--- src/hw/urx_pkg.sv ---
// Purpose: constants for the serial receive block (status, buffer, start detect)
// Assumes: one 100 MHz clock, plain register port with read data one cycle late
package urx_pkg;
   localparam logic [2:0] ADDR_STATUS_A = 3'h0;
   localparam logic [2:0] ADDR_CONTROL_B = 3'h1;
   localparam logic [2:0] ADDR_FORMAT_C = 3'h2;
   localparam logic [2:0] ADDR_DATA = 3'h3;
   localparam logic [2:0] ADDR_BAUD = 3'h4;
   // status a fields
   localparam int ST_RXC = 7;
   localparam int ST_FE = 4;
   localparam int ST_DOR = 3;
   localparam int ST_UPE = 2;
   localparam int ST_U2X = 1;
   // control b fields
   localparam int CB_RXCIE = 7;
   localparam int CB_RXEN = 4;
   localparam int CB_RXB8 = 1;
   // format c fields
   localparam int FC_PEN = 5;
   localparam int FC_PODD = 4;
   localparam int FC_USBS = 3;
   localparam int FC_SZ_HI = 2;
   localparam int FC_SZ_LO = 1;
   localparam logic [7:0] RST_FORMAT_C = 8'h06;
   localparam logic [7:0] RST_BAUD = 8'h00;
   // sample counts per bit and vote positions
   localparam logic [3:0] SMP_LAST_N = 4'hF;
   localparam logic [3:0] SMP_LAST_D = 4'h7;
   localparam logic [3:0] VOTE_FIRST_N = 4'h8;
   localparam logic [3:0] VOTE_FIRST_D = 4'h4;
   localparam logic [3:0] DATA_BITS_MAX = 4'h9;
   localparam int BUF_DEPTH = 2;
endpackage : urx_pkg

--- src/hw/urx_receiver.sv ---
// Purpose: serial receiver with two-entry buffer, per-frame flags, start detect
// Assumes: register strobes never both high; read data valid one cycle later
// Notes: baud register sets sample period; sample tick = clocks/(baud+1)
//
// The plain strobed port and the register addresses are this design's own decisions.
`timescale 1ns/1ps
module urx_receiver
   import urx_pkg::*;
#(
   parameter int DIV_WIDTH = 8
) (
   input  wire logic       CLK,
   input  wire logic       RST_N,
   input  wire logic [2:0] ADDR,
   input  wire logic [7:0] WDATA,
   input  wire logic       WR,
   input  wire logic       RD,
   output logic      [7:0] RDATA,
   input  wire logic       RXD_PIN,
   output logic            RXD_OVERRIDE,
   output logic            RX_IRQ
);
   typedef enum {URX_IDLE, URX_START, URX_BITS} urx_state_e;

   initial begin
      if (DIV_WIDTH < 1 || DIV_WIDTH > 8) $error("urx_receiver: DIV_WIDTH must be 1..8");
   end

   // majority of three samples
   function automatic logic maj3(input logic [2:0] s);
      maj3 = (s[0] & s[1]) | (s[0] & s[2]) | (s[1] & s[2]);
   endfunction : maj3

   // software registers
   logic            rx_enable_bit, rx_complete_irq_enable, double_speed_select;
   logic            parity_enable_bit, parity_odd_select, stop_bit_count_select;
   logic [1:0]      char_size;
   logic [7:0]      baud;
   logic            next_en, next_cie, next_u2x, next_pen, next_podd, next_usbs;
   logic [1:0]      next_size;
   logic [7:0]      next_baud;

   // line path
   logic            sync_a, sync_b, line_prev;
   logic            tick;

   // receive engine
   urx_state_e      state, next_state;
   logic [3:0]      smp, next_smp;
   logic [3:0]      bitn, next_bitn;
   logic [2:0]      votes, next_votes;
   logic [8:0]      shreg, next_shreg;
   logic            par_bit, next_par_bit;
   logic            hold, next_hold;
   logic [11:0]     hold_word, next_hold_word;
   logic            lost, next_lost;

   // buffer: {dor, upe, fe, data[8:0]}
   logic [11:0]     mem [BUF_DEPTH];
   logic [11:0]     next_mem [BUF_DEPTH];
   logic [1:0]      cnt, next_cnt;
   logic [7:0]      next_rdata;

   logic [3:0]      smp_last, vote_first, nbits;
   logic            bitval, frame_done, rd_data, push, pop;
   logic [11:0]     frame_word;
   logic [8:0]      dmask;

   urx_sample_div #(.WIDTH(DIV_WIDTH)) u_div (
      .clk     (CLK),
      .rst_n   (RST_N),
      .run     (rx_enable_bit),
      .divisor (baud[DIV_WIDTH-1:0]),
      .tick    (tick)
   );

   // two-flop synchroniser; only sync_b is looked at
   always_ff @(posedge CLK) begin
      if (!RST_N) begin
         sync_a    <= 1'b1;
         sync_b    <= 1'b1;
         line_prev <= 1'b1;
      end else begin
         sync_a    <= RXD_PIN;
         sync_b    <= sync_a;
         if (tick) line_prev <= sync_b;
      end
   end

   // register writes
   always_comb begin
      next_en   = rx_enable_bit;
      next_cie  = rx_complete_irq_enable;
      next_u2x  = double_speed_select;
      next_pen  = parity_enable_bit;
      next_podd = parity_odd_select;
      next_usbs = stop_bit_count_select;
      next_size = char_size;
      next_baud = baud;
      if (WR) begin
         case (ADDR)
            ADDR_STATUS_A: next_u2x = WDATA[ST_U2X];   // error flags not writable
            ADDR_CONTROL_B: begin
               next_cie = WDATA[CB_RXCIE];
               next_en  = WDATA[CB_RXEN];
            end
            ADDR_FORMAT_C: begin
               next_pen  = WDATA[FC_PEN];
               next_podd = WDATA[FC_PODD];
               next_usbs = WDATA[FC_USBS];
               next_size = WDATA[FC_SZ_HI:FC_SZ_LO];
            end
            ADDR_BAUD: next_baud = WDATA;
            default: ;
         endcase
      end
   end

   always_ff @(posedge CLK) begin
      if (!RST_N) begin
         rx_enable_bit          <= 1'b0;
         rx_complete_irq_enable <= 1'b0;
         double_speed_select    <= 1'b0;
         parity_enable_bit      <= RST_FORMAT_C[FC_PEN];
         parity_odd_select      <= RST_FORMAT_C[FC_PODD];
         stop_bit_count_select  <= RST_FORMAT_C[FC_USBS];
         char_size              <= RST_FORMAT_C[FC_SZ_HI:FC_SZ_LO];
         baud                   <= RST_BAUD;
      end else begin
         rx_enable_bit          <= next_en;
         rx_complete_irq_enable <= next_cie;
         double_speed_select    <= next_u2x;
         parity_enable_bit      <= next_pen;
         parity_odd_select      <= next_podd;
         stop_bit_count_select  <= next_usbs;
         char_size              <= next_size;
         baud                   <= next_baud;
      end
   end

   // mode-dependent timing; sizes 5..8 data bits
   assign smp_last   = double_speed_select ? SMP_LAST_D : SMP_LAST_N;
   assign vote_first = double_speed_select ? VOTE_FIRST_D : VOTE_FIRST_N;
   assign nbits      = 4'h5 + {2'b00, char_size};
   assign bitval     = maj3({votes[1:0], sync_b});
   assign dmask      = 9'h1FF >> (DATA_BITS_MAX - nbits);
   assign rd_data    = RD && (ADDR == ADDR_DATA);

   // engine: sample counter, start vote, bit shifting
   always_comb begin
      next_state     = state;
      next_smp       = smp;
      next_bitn      = bitn;
      next_votes     = votes;
      next_shreg     = shreg;
      next_par_bit   = par_bit;
      frame_done     = 1'b0;
      frame_word     = '0;
      if (!rx_enable_bit) begin
         next_state = URX_IDLE;
         next_smp   = 4'h0;
      end else if (tick) begin
         case (state)
            URX_IDLE: begin
               next_smp = 4'h0;
               if (line_prev && !sync_b) begin
                  next_state = URX_START;
                  next_smp   = 4'h1;
               end
            end
            URX_START: begin
               next_smp = smp + 4'h1;
               if (smp + 4'h1 >= vote_first && smp + 4'h1 <= vote_first + 4'h1)
                  next_votes = {votes[1:0], sync_b};
               if (smp + 4'h1 == vote_first + 4'h2) begin   // smp lags the sample number by one here
                  if (maj3({votes[1:0], sync_b})) begin
                     next_state = URX_IDLE;
                     next_smp   = 4'h0;
                  end
               end
               if (smp == smp_last) begin
                  next_state = URX_BITS;
                  next_smp   = 4'h1;
                  next_bitn  = 4'h0;
                  next_shreg = '0;
               end
            end
            URX_BITS: begin
               next_smp = (smp == smp_last) ? 4'h0 : smp + 4'h1;   // last sample of a bit shows as 0
               if (smp >= vote_first && smp <= vote_first + 4'h1)
                  next_votes = {votes[1:0], sync_b};
               if (smp == vote_first + 4'h2) begin
                  if (bitn < nbits) begin
                     next_shreg = shreg | ({8'h00, bitval} << bitn);
                     next_bitn  = bitn + 4'h1;
                  end else if (parity_enable_bit && bitn == nbits) begin
                     next_par_bit = bitval;
                     next_bitn    = bitn + 4'h1;
                  end else begin
                     // first stop bit only; a second stop bit is never sampled
                     frame_done = 1'b1;
                     frame_word[8:0] = shreg & dmask;
                     frame_word[9]   = ~bitval;
                     frame_word[10]  = parity_enable_bit &&
                        ((^(shreg & dmask)) ^ par_bit ^ parity_odd_select);
                     next_state = URX_IDLE;
                     next_smp   = 4'h0;
                  end
               end
            end
            default: next_state = URX_IDLE;
         endcase
      end
   end

   // buffer with shifter hold stage and overrun tracking
   always_comb begin
      next_mem       = mem;
      next_cnt       = cnt;
      next_hold      = hold;
      next_hold_word = hold_word;
      next_lost      = lost;
      next_rdata     = 8'h00;
      pop            = rd_data && cnt != 2'd0;
      push           = 1'b0;
      if (pop) begin
         next_mem[0] = mem[1];
         next_cnt    = cnt - 2'd1;
      end
      if (hold && next_cnt < 2'(BUF_DEPTH)) begin
         next_mem[next_cnt[0]] = {lost, hold_word[10:0]};
         next_cnt  = next_cnt + 2'd1;
         next_hold = 1'b0;
         next_lost = 1'b0;
         push      = 1'b1;
      end
      if (tick && state == URX_IDLE && line_prev && !sync_b && next_hold && next_cnt == 2'(BUF_DEPTH))
         next_lost = 1'b1;
      if (frame_done) begin
         if (next_cnt < 2'(BUF_DEPTH)) begin
            next_mem[next_cnt[0]] = {next_lost, frame_word[10:0]};
            next_cnt  = next_cnt + 2'd1;
            next_lost = 1'b0;
         end else if (!next_hold) begin
            next_hold      = 1'b1;
            next_hold_word = frame_word;
         end else begin
            next_lost = 1'b1;
         end
      end
      if (!rx_enable_bit) begin
         next_cnt  = 2'd0;
         next_hold = 1'b0;
         next_lost = 1'b0;
      end
      // read mux; flags come from the head entry
      if (RD) begin
         case (ADDR)
            ADDR_STATUS_A: next_rdata = {cnt != 2'd0, 2'b00, mem[0][9] & (cnt != 2'd0),
                                         mem[0][11] & (cnt != 2'd0), mem[0][10] & (cnt != 2'd0),
                                         double_speed_select, 1'b0};
            ADDR_CONTROL_B: next_rdata = {rx_complete_irq_enable, 2'b00, rx_enable_bit, 2'b00,
                                          mem[0][8] & (cnt != 2'd0), 1'b0};
            ADDR_FORMAT_C: next_rdata = {2'b00, parity_enable_bit, parity_odd_select,
                                         stop_bit_count_select, char_size, 1'b0};
            ADDR_DATA: next_rdata = (cnt != 2'd0) ? mem[0][7:0] : 8'h00;
            ADDR_BAUD: next_rdata = baud;
            default: next_rdata = 8'h00;
         endcase
      end
   end

   always_ff @(posedge CLK) begin
      if (!RST_N) begin
         state        <= URX_IDLE;
         smp          <= 4'h0;
         bitn         <= 4'h0;
         votes        <= 3'h7;
         shreg        <= '0;
         par_bit      <= 1'b0;
         hold         <= 1'b0;
         hold_word    <= '0;
         lost         <= 1'b0;
         cnt          <= 2'd0;
         mem[0]       <= '0;
         mem[1]       <= '0;
         RDATA        <= 8'h00;
         RXD_OVERRIDE <= 1'b0;
         RX_IRQ       <= 1'b0;
      end else begin
         state        <= next_state;
         smp          <= next_smp;
         bitn         <= next_bitn;
         votes        <= next_votes;
         shreg        <= next_shreg;
         par_bit      <= next_par_bit;
         hold         <= next_hold;
         hold_word    <= next_hold_word;
         lost         <= next_lost;
         cnt          <= next_cnt;
         mem          <= next_mem;
         RDATA        <= next_rdata;
         RXD_OVERRIDE <= next_en;
         // only receive-complete feeds the request
         RX_IRQ       <= next_cie && next_cnt != 2'd0;
      end
   end
endmodule : urx_receiver

--- src/hw/urx_sample_div.sv ---
// Purpose: baud sample enable divider
// Assumes: divisor held stable while the receiver runs
// Notes: tick every (divisor+1) clocks; restarts when disabled
`timescale 1ns/1ps
module urx_sample_div
   import urx_pkg::*;
#(
   parameter int WIDTH = 8
) (
   input  wire logic             clk,
   input  wire logic             rst_n,
   input  wire logic             run,
   input  wire logic [WIDTH-1:0] divisor,
   output logic                  tick
);
   logic [WIDTH-1:0] count;
   logic [WIDTH-1:0] next_count;
   logic             next_tick;

   initial begin
      if (WIDTH < 1) $error("urx_sample_div: WIDTH must be positive");
   end

   // count down and pulse at wrap
   always_comb begin
      next_count = count;
      next_tick  = 1'b0;
      if (!run) begin
         next_count = divisor;
      end else if (count == '0) begin
         next_count = divisor;
         next_tick  = 1'b1;
      end else begin
         next_count = count - 1'b1;
      end
   end

   always_ff @(posedge clk) begin
      if (!rst_n) begin
         count <= '0;
         tick  <= 1'b0;
      end else begin
         count <= next_count;
         tick  <= next_tick;
      end
   end
endmodule : urx_sample_div

--- config.mk ---
export PLATFORM = sky130hd
export DESIGN_NAME = urx_receiver
export DESIGN_NICKNAME = d
export VERILOG_FILES = /design/src/hw/urx_pkg.sv /design/src/hw/urx_receiver.sv /design/src/hw/urx_sample_div.sv
export SDC_FILE = /design/constraint.sdc
export NUM_CORES = 1
export LEC_CHECK = 0
export ABC_AREA = 1
export BUFFER_PORTS_ARGS = -buffer_cell sky130_fd_sc_hd__buf_2
export CAP_MARGIN = 25
export CORE_UTILIZATION = 30
export CTS_BUF_LIST = sky130_fd_sc_hd__clkbuf_4 sky130_fd_sc_hd__clkbuf_8
export DETAILED_ROUTE_END_ITERATION = 8
export PLACE_DENSITY = 0.49
export SETUP_SLACK_MARGIN = 0.2
export SYNTH_ARGS = -nofsm -noshare
export SYNTH_HDL_FRONTEND = slang
export SYNTH_SLANG_ARGS = --single-unit
--- constraint.sdc ---
create_clock -name CLK -period 2.8 [get_ports CLK]
set_clock_uncertainty 0.05 [all_clocks]
set_input_delay 0.42 -clock CLK [delete_from_list [all_inputs] [get_ports CLK]]
set_output_delay 0.42 -clock CLK [all_outputs]
set_load 0.01 [all_outputs]
==> flow_metrics.py, run 1 <==
metrics = {
    "yosys": {
        "synth_common_cells": "nand2_1, inv_1, nor2_1, dfxtp_1, nand3_1",
        "synth_top_area_share_pct": 35.2,
        "synth.avg_cell_area_um2": 6.60,
        "synth_edf_count": 0,
        "yosys-top-cells-area": "dfxtp_1, nand2_1, inv_1",
        "ys_ff_latch": 98,
        "synthesis.area_um2": 5580,
        "syn_inst": 846,
        "synth.distinct_cells": 43,
        "synth_area_leader_cell": "dfxtp_1",
        "synth_warnings": 0,
        "yosysSeqAreaShare_pct": 35.2,
        "synthArstFlopShare_pct": 0,
        "synth.most_common_cell": "nand2_1",
        "synth_fp_nets": 892,
        "synth_ff_type": "dfxtp_1",
    },
    "routing": {
        "vias": 5172,
        "detail-route-antenna-nets": 0,
        "viasPerCell": 4.65,
        "routed_wirelength_um": 15300,
        "initialDrtViolationCount": 336,
        "drc_errors": 4,
        "post_drt_wl_per_cell_um": 13.7,
        "drtPass1Iterations": 7,
    },
    "critical_path": {
        "rr_endpoint": "lost",
        "cp-startpoint": "cnt[0]",
        "crit_end": "lost",
        "setup.worst_path.end_class": "flop",
        "worstRegToRegCells": 16,
        "cp.required_ns": 3.01,
        "start_kind": "flop",
        "regToRegStartpoint": "cnt[0]",
        "crit_type": "reg2reg",
        "critPathArrivalTime_ns": 2.61,
        "cp_max_fo": 8,
        "reg2reg_slack_ns": 0.40,
    },
    "finish": {
        "antenna_cells": 0,
        "nNetsFinal": 925,
        "syn2layout_area_growth_pct": 12.7,
        "drive_gt1_share_pct": 10.4,
    },
    "timing": {
        "setup_violations": 0,
        "finalCriticalPeriod_ns": 2.40,
        "rsz0062_at_grt": "false",
        "relSlewSlack_pct": 66.3,
        "drv_slew": 0,
        "finalHoldViolations": 0,
        "tns_ns": 0,
        "worst_slew_pin_slew_ns": 0.504,
        "max_freq_ghz": 0.416,
        "period_share_pct": 85.8,
    },
    "die": {
        "core_um2": 18100,
        "die_area_um2": 19200,
        "start_util_pct": 30.9,
        "dieWidth_um": 138,
        "rows": 49,
        "boundaryPins": 26,
        "fp.dieH_um": 138,
    },
    "power": {
        "design_power_total_mw": 2.63,
        "powerDensity_nw_per_um2": 418,
        "power.leakage_nw": 2.93,
        "peakVddDrop_mv": 0.182,
    },
    "global_route": {
        "grt_pass1_vias": 4825,
        "grtUsageTotal_pct": 16.5,
        "grt_max_degree": 37,
        "antenna_found_initial": 0,
        "overflow": 0,
        "grt_pass1_wl_um": 25000,
    },
    "cts": {
        "cts_tree": "yes",
        "cts.htree.levels": 3,
        "cts_sinks": 98,
        "cts.hold.buffers_added": 0,
        "clk_latency_ns": 0.39,
        "clk_pin_slew_ns": 0.11,
        "clock_path_buffers": 2,
        "root_buffer": "clkbuf_8",
        "numCtsBuffers": 9,
    },
    "place": {
        "hpwl_um": 11400,
        "portBuffers": 25,
        "gp_congestion": 0.841,
    },
    "outcome": {
        "violations": "DRC",
        "status": "finished with violations",
    },
    "worst_hold_path": {
        "worstHoldPathCells": 2,
        "worst_hold_path_type": "in2reg",
        "min-delay-start": "RXD_PIN",
    },
    "job": {
        "max-cap-violations": 0,
    },
}
[cell type report]
type / instances / area, µm²
fillers: 1923 / 11800
repair buffers: 45 / 275
flip-flops and latches: 98 / 1960
multi-input cells: 618 / 3140
clock inverters: 6 / 90.1
well taps: 229 / 287
inverters: 107 / 404
clock buffers: 10 / 131
[worst max-delay path, cell delays in order, from the launching register on]
cell and delay, ns:
dfxtp_1 0.37, inv_1 0.09, ha_2 0.22, nor2_4 0.17
buf_4 0.16, nand3_2 0.09, nand2_4 0.15, nand2_1 0.09
nand2_1 0.10, nand2_1 0.10, ha_1 0.21, nand4_1 0.08
o21bai_1 0.06, nand2_1 0.07, inv_1 0.07, a21oi_1 0.13
nor3_1 0.06
[worst min-delay path by stage]
stage,endpoint
final,sync_a
after global routing,sync_a
after CTS,sync_a
after detailed placement,sync_b
after global placement,sync_b
after floorplan,sync_b
[metal layers]
metal | up-vias | global-route usage, % | wire length [µm]
li1 | 2772 | - | -
met1 | 2290 | 22.1 | 7440
met2 | 95 | 27.0 | 7080
met3 | 15 | 1.94 | 513
met4 | 0 | 6.39 | 267
met5 | - | 0 | 0
[logic make-up (layout without fill, tap and decap cells)]
| logic type | count (synthesis) | in the layout | synth area share (%) |
|---|---|---|---|
| adders and majority gates | 30 | 30 | 6.73 |
| xor gates and xnor gates | 6 | 6 | 0.942 |
| and+or+nand+nor | 462 | 463 | 36.2 |
| DFF | 98 | 98 | 35.2 |
| AOI/OAI and AO/OA | 119 | 119 | 11.7 |
| buffers and inverters | 131 | 168 | 9.33 |
[cells in the final DEF (no fill, tap or decap), types with 5 or more instances in the layout]
master | netlist | layout
nand3_1 | 75 | 75
nand2_1 | 248 | 246
nand4_1 | 10 | 10
o21ai_1 | 7 | 7
ha_1 | 30 | 28
nor2_1 | 102 | 102
inv_1 | 104 | 102
dfxtp_1 | 98 | 97
buf_4 | 1 | 20
o21ai_0 | 28 | 28
a21oi_1 | 65 | 65
clkbuf_8 | 0 | 9
buf_2 | 8 | 25
nand2_2 | 3 | 5
[stage by stage]
step                std cells  hold WS, ns  utilization, %  cell area [µm²]  setup slack [ns]
floorplan                 846        0.343               -             5580             0.572
finish                   1113        0.165            34.8             6290             0.399
detailed placement       1087        0.354            32.9             5960             0.307
CTS                      1103        0.143            34.2             6180             0.286
global placement         1087        0.351            32.9             5960             0.363
global route             1113        0.178            34.8             6290             0.191
[power by group]
part	internal (mW)	switching, mW
combinational	0.0465	0.103
sequential	1.41	0.0102
clock	0.517	0.547
[sequential cells by signal (all words and copies together), names as in the netlist, 4 cells and up]
name	flops
mem	24
hold_word	11
shreg	9
RDATA	8
baud	8
u_div.count	8
bitn	4
smp	4
[timing repair]
item                       in CTS  in global routing
gates resized for setup         0                 10
setup buffers                   0                  9
setup endpoints to repair       0                 39
No activity file was read; power rests on OpenSTA's default activity.
==> run 2, diff against run 1 <==
--- a/config.mk
+++ b/config.mk
@@ -11,8 +11,9 @@
 export CORE_UTILIZATION = 30
 export CTS_BUF_LIST = sky130_fd_sc_hd__clkbuf_4 sky130_fd_sc_hd__clkbuf_8
 export DETAILED_ROUTE_END_ITERATION = 8
-export PLACE_DENSITY = 0.49
-export SETUP_SLACK_MARGIN = 0.2
+export PLACE_DENSITY = 0.54
+export RECOVER_POWER = 25
+export SETUP_SLACK_MARGIN = 0.3
 export SYNTH_ARGS = -nofsm -noshare
 export SYNTH_HDL_FRONTEND = slang
 export SYNTH_SLANG_ARGS = --single-unit
==> flow_metrics.py, run 2 (synthesized netlist as in run 1, its figures left out) <==
metrics = {
    "job": {
        "max-cap-violations": 1,
    },
    "global_route": {
        "grt_max_degree": 38,
        "overflow": 0,
        "grt_pass1_wl_um": 24200,
        "grtUsageTotal_pct": 15.9,
        "antenna_found_initial": 0,
        "grt_pass1_vias": 4823,
    },
    "routing": {
        "drtPass1Iterations": 7,
        "post_drt_wl_per_cell_um": 13.1,
        "routed_wirelength_um": 14500,
        "drc_errors": 14,
        "detail-route-antenna-nets": 0,
        "vias": 5226,
        "viasPerCell": 4.70,
        "initialDrtViolationCount": 345,
    },
    "timing": {
        "max_freq_ghz": 0.417,
        "setup_violations": 0,
        "whs_ns": 0.152,
        "relSlewSlack_pct": -7.82,
        "drv_slew": 38,
        "finalHoldViolations": 0,
        "rsz0062_at_grt": "true",
        "worst_slew_pin_slew_ns": 1.62,
        "finalCriticalPeriod_ns": 2.40,
        "setup_slack_ns": 0.403,
        "period_share_pct": 85.6,
        "tns_ns": 0,
    },
    "die": {
        "boundaryPins": 26,
        "rows": 49,
        "die_area_um2": 19200,
        "fp.dieH_um": 138,
        "start_util_pct": 30.9,
        "dieWidth_um": 138,
        "core_um2": 18100,
    },
    "critical_path": {
        "crit_type": "reg2reg",
        "path_cells": "inv_1, ha_1, nor2_4, buf_4, nand3_1, nand2_4, nand2_1, nand2_1, ha_1, nand4_1, o21bai_1, nand2_1, inv_1, a21oi_1, nor3_1",
        "critPathTopFamily": "simple AND/OR/NAND/NOR gates",
        "slowest_stage": "dfxtp_1",
        "critPathArrivalTime_ns": 2.67,
        "cp.required_ns": 3.08,
        "max_stage_delay_ns": 0.37,
        "path_buf_inv": 3,
        "reg2reg_slack_ns": 0.40,
        "start_kind": "flop",
        "setup.worst_path.end_class": "flop",
        "cp_max_fo": 5,
        "cp_common_cell": "nand2_1",
    },
    "outcome": {
        "status": "finished with violations",
        "violations": "DRC, capacitance limit, slew limit",
    },
    "power": {
        "peakVddDrop_mv": 0.261,
        "power.leakage_nw": 2.86,
        "swShare_pct": 26.7,
        "pwr-share-clk_pct": 39.2,
        "p_seq_share_pct": 55.2,
        "combPwrFrac_pct": 5.6,
        "power.net_switching_mw": 0.685,
        "p_int_mw": 1.88,
        "powerDensity_nw_per_um2": 410,
    },
    "finish": {
        "top_regs": "mem: 24 flops, hold_word: 11 flops, shreg: 9 flops",
        "drive_gt1_share_pct": 9.52,
        "finish.utilization_pct": 34.6,
        "most-common-layout-cells": "nand2_1, nor2_1, inv_1, dfxtp_1, nand3_1",
        "largest_reg_flops": 24,
        "nNetsFinal": 923,
        "antenna_cells": 0,
        "regMostFlops": "mem",
        "final_common_cell": "nand2_1",
        "fillers": 1949,
        "instances_no_fill": 1111,
        "syn2layout_area_growth_pct": 12.0,
    },
    "cts": {
        "cts.htree.levels": 3,
        "clk_pin_slew_ns": 0.11,
        "cts_sinks": 98,
        "clk_latency_ns": 0.39,
        "numCtsBuffers": 9,
        "clock_path_buffers": 2,
        "root_buffer": "clkbuf_8",
        "cts_tree": "yes",
    },
    "place": {
        "hpwl_um": 11000,
        "dp.cells": 1084,
        "post-place-ws_ns": 0.202,
        "portBuffers": 25,
        "gp_congestion": 0.809,
    },
    "worst_hold_path": {
        "worst_hold_path_type": "in2reg",
    },
}
## run 2: changes by cell type in the layout (fill, tap and decap cells not counted), sizes merged
cell | before | now
inv | 107 | 110
clkinv | 3 | 2
clkbuf | 10 | 23
bufinv | 2 | 1
buf | 45 | 30
nand3 | 81 | 80
## run 2: metrics by stage
step                cell area, µm²  total power [mW]
CTS                           6160              2.59
global placement              5930              1.59
global route                  6250              2.66
finish                        6250              2.56
detailed placement            5930              1.59
floorplan                     5580              1.54
## run 2: area by class of cell
| cell class | instances | area, µm² | area share [%] |
|---|---|---|---|
| clock buffer | 9 | 124 | 1.98 |
| clock inverter | 7 | 83.8 | 1.34 |
| inverter | 107 | 402 | 6.43 |
| multi-input combinational | 617 | 3140 | 50.2 |
| sequential | 98 | 1970 | 31.5 |
| tap | 229 | 287 | 4.58 |
| timing repair buffer | 44 | 246 | 3.94 |
## run 2: path summary, 6_finish.rpt
check | from | endpoint | cells past startpoint
worst max register to register | cnt[0] | lost | 15
worst min-delay path | RXD_PIN | sync_a | 2
worst min register to register | sync_a | sync_b | 1
worst max-delay path | cnt[0] | lost | 15
## run 2: repair_timing
item                                    4_1_cts  5_1_grt
pin swaps                                     1        4
buffers inserted                              3        8
hold buffers                                  0        0
gates resized for setup                       1       17
endpoints found under the setup margin        6       51
## run 2: metal layers
metal | GRT usage [%] | up-vias | share of wire (%)
li1 | - | 2755 | -
met1 | 21.3 | 2346 | 50
met2 | 25.5 | 111 | 44
met3 | 2.60 | 14 | 4.4
met4 | 5.85 | 0 | 1.6
met5 | 0 | - | 0
## run 2: power by group through the flow
stage	Clock, mW	Sequential (mW)	Combinational (mW)
floorplan	0	1.44	0.0956
global placement	0	1.45	0.145
detailed placement	0	1.45	0.144
CTS	1.03	1.42	0.145
global route	1.08	1.42	0.164
finish	1.00	1.42	0.144
==> run 3, diff against run 2 <==
--- a/config.mk
+++ b/config.mk
@@ -12,7 +12,8 @@
 export CTS_BUF_LIST = sky130_fd_sc_hd__clkbuf_4 sky130_fd_sc_hd__clkbuf_8
 export DETAILED_ROUTE_END_ITERATION = 8
 export PLACE_DENSITY = 0.54
-export RECOVER_POWER = 25
+export RECOVER_POWER = 100
+export REMOVE_ABC_BUFFERS = 1
 export SETUP_SLACK_MARGIN = 0.3
 export SYNTH_ARGS = -nofsm -noshare
 export SYNTH_HDL_FRONTEND = slang
==> flow_metrics.py, run 3 (synthesized netlist as in run 1, its figures left out) <==
metrics = {
    "worst_hold_path": {
        "worst_hold_path_type": "in2reg",
        "worstHoldPathCells": 2,
    },
    "global_route": {
        "grt_pass1_vias": 4691,
        "grt_pass1_wl_um": 23800,
        "grt_max_degree": 37,
        "grtUsageTotal_pct": 15.5,
        "antenna_found_initial": 0,
        "overflow": 0,
    },
    "power": {
        "power.leakage_nw": 2.85,
        "p_int_mw": 1.92,
        "swShare_pct": 25.0,
        "pwr-share-clk_pct": 38.9,
        "combPwrFrac_pct": 5.7,
        "powerDensity_nw_per_um2": 410,
        "peakVddDrop_mv": 0.144,
        "power.net_switching_mw": 0.640,
        "p_seq_share_pct": 55.4,
    },
    "routing": {
        "detail-route-antenna-nets": 0,
        "initialDrtViolationCount": 363,
        "post_drt_wl_per_cell_um": 13.3,
        "viasPerCell": 4.70,
        "routed_wirelength_um": 14700,
        "wl_met3_um": 691,
        "drc_errors": 8,
        "dr_wl_met2_um": 6580,
        "drtPass1Iterations": 6,
        "drt-met1-wl_um": 7220,
        "highest_layer": "met4",
        "vias": 5216,
    },
    "finish": {
        "most-common-layout-cells": "nand2_1, inv_1, nor2_1, dfxtp_1, nand3_1",
        "stdcell_area_um2": 6240,
        "syn2layout_area_growth_pct": 11.8,
        "nNetsFinal": 922,
        "fillers": 1961,
        "largest_reg_flops": 24,
        "top_regs": "mem: 24 flops, hold_word: 11 flops, shreg: 9 flops",
        "drive_gt1_share_pct": 8.40,
        "final_common_cell": "nand2_1",
        "regMostFlops": "mem",
        "antenna_cells": 0,
    },
    "timing": {
        "worst_slew_pin_slew_ns": 1.11,
        "max_freq_ghz": 0.395,
        "drv_slew": 0,
        "setup_slack_ns": 0.268,
        "tns_ns": 0,
        "setup_violations": 0,
        "finalCriticalPeriod_ns": 2.53,
        "relSlewSlack_pct": 26.0,
        "rsz0062_at_grt": "true",
        "period_share_pct": 90.4,
        "finalHoldViolations": 0,
    },
    "critical_path": {
        "path_cells": "inv_1, ha_1, inv_1, ha_4, nand2_1, nand2_1, nand2_1, nand2_2, nand2_4, nor2_8, nand3_1, nand3_1, nand2_1, nor2_1",
        "start_kind": "flop",
        "max_stage_delay_ns": 0.40,
        "worstRegToRegCells": 14,
        "path_buf_inv": 2,
        "path_depth": 14,
        "setup.worst_path.end_class": "flop",
        "cp_common_cell": "nand2_1",
        "crit_type": "reg2reg",
        "critPathArrivalTime_ns": 2.81,
        "critPathTopFamily": "simple AND/OR/NAND/NOR gates",
        "cp.required_ns": 3.08,
        "slowest_stage": "dfxtp_1",
        "cp_max_fo": 12,
    },
    "die": {
        "fp.dieH_um": 138,
        "die_area_um2": 19200,
        "rows": 49,
        "core_um2": 18100,
        "dieWidth_um": 138,
        "start_util_pct": 30.9,
        "boundaryPins": 26,
    },
    "cts": {
        "clk_pin_slew_ns": 0.10,
        "cts.hold.buffers_added": 0,
        "root_buffer": "clkbuf_8",
        "cts.htree.levels": 3,
        "clk_latency_ns": 0.38,
        "cts_sinks": 98,
        "cts_tree": "yes",
        "clock_path_buffers": 2,
        "numCtsBuffers": 9,
    },
    "place": {
        "post-place-ws_ns": 0.145,
        "placed_area_um2": 5910,
        "portBuffers": 25,
        "hpwl_um": 11000,
        "gp_congestion": 0.853,
    },
    "outcome": {
        "violations": "DRC",
        "status": "finished with violations",
    },
    "job": {
        "max-cap-violations": 0,
    },
}
-- run 3: cell count changes in the layout (fill, tap and decap cells not counted), sizes merged --
cell	before	now
clkinvlp	1	0
clkbuf	23	28
inv	110	107
clkinv	2	4
buf	30	24
nand3	80	81
nor2	105	106
-- run 3: routing by layer --
layer / GRT usage, % / vias up
met5: 0 / -
met2: 24.6 / 115
li1: - / 2764
met3: 1.87 / 17
met4: 5.85 / 0
met1: 21.6 / 2320
-- run 3: power by group through the flow --
| stage | Clock, mW | Combinational [mW] | Sequential (mW) |
|---|---|---|---|
| 2_1_floorplan | 0 | 0.0828 | 1.45 |
| 3_3_place_gp | 0 | 0.142 | 1.45 |
| 3_5_place_dp | 0 | 0.142 | 1.45 |
| 4_1_cts | 1.03 | 0.143 | 1.42 |
| 5_1_grt | 1.08 | 0.163 | 1.42 |
| 6_report | 0.995 | 0.144 | 1.42 |
-- run 3: repair_timing --
item / in CTS / in global routing
pin swaps: 3 / 8
endpoints found under the setup margin: 20 / 40
setup buffers: 5 / 5
gates resized for setup: 3 / 14
gates cloned: 0 / 3
-- run 3: path summary, 6_finish.rpt --
check	from	end	slack, ns
max	char_size[0]	mem[7]	0.27
min	RXD_PIN	sync_a	0.17
max reg2reg	char_size[0]	mem[7]	0.27
min reg2reg	sync_a	sync_b	0.37
-- run 3: area by class of cell --
| type | count | area, µm² | share of cell area [%] |
|---|---|---|---|
| multi-input cells | 619 | 3160 | 50.6 |
| flip-flops and latches | 98 | 1960 | 31.5 |
| inverters | 107 | 402 | 6.44 |
| well taps | 229 | 287 | 4.59 |
| repair buffers | 41 | 218 | 3.49 |
| clock buffers | 11 | 151 | 2.43 |
| clock inverters | 5 | 61.3 | 0.983 |
-- run 3: stage by stage --
step | power (mW) | instances | hold WS, ns | util [%]
2_1_floorplan | 1.53 | 822 | 0.343 | -
3_3_place_gp | 1.59 | 1081 | 0.344 | 32.7
3_5_place_dp | 1.59 | 1081 | 0.348 | 32.7
4_1_cts | 2.59 | 1102 | 0.151 | 34.2
5_1_grt | 2.66 | 1110 | 0.165 | 34.5
6_report | 2.56 | 1110 | 0.173 | 34.5
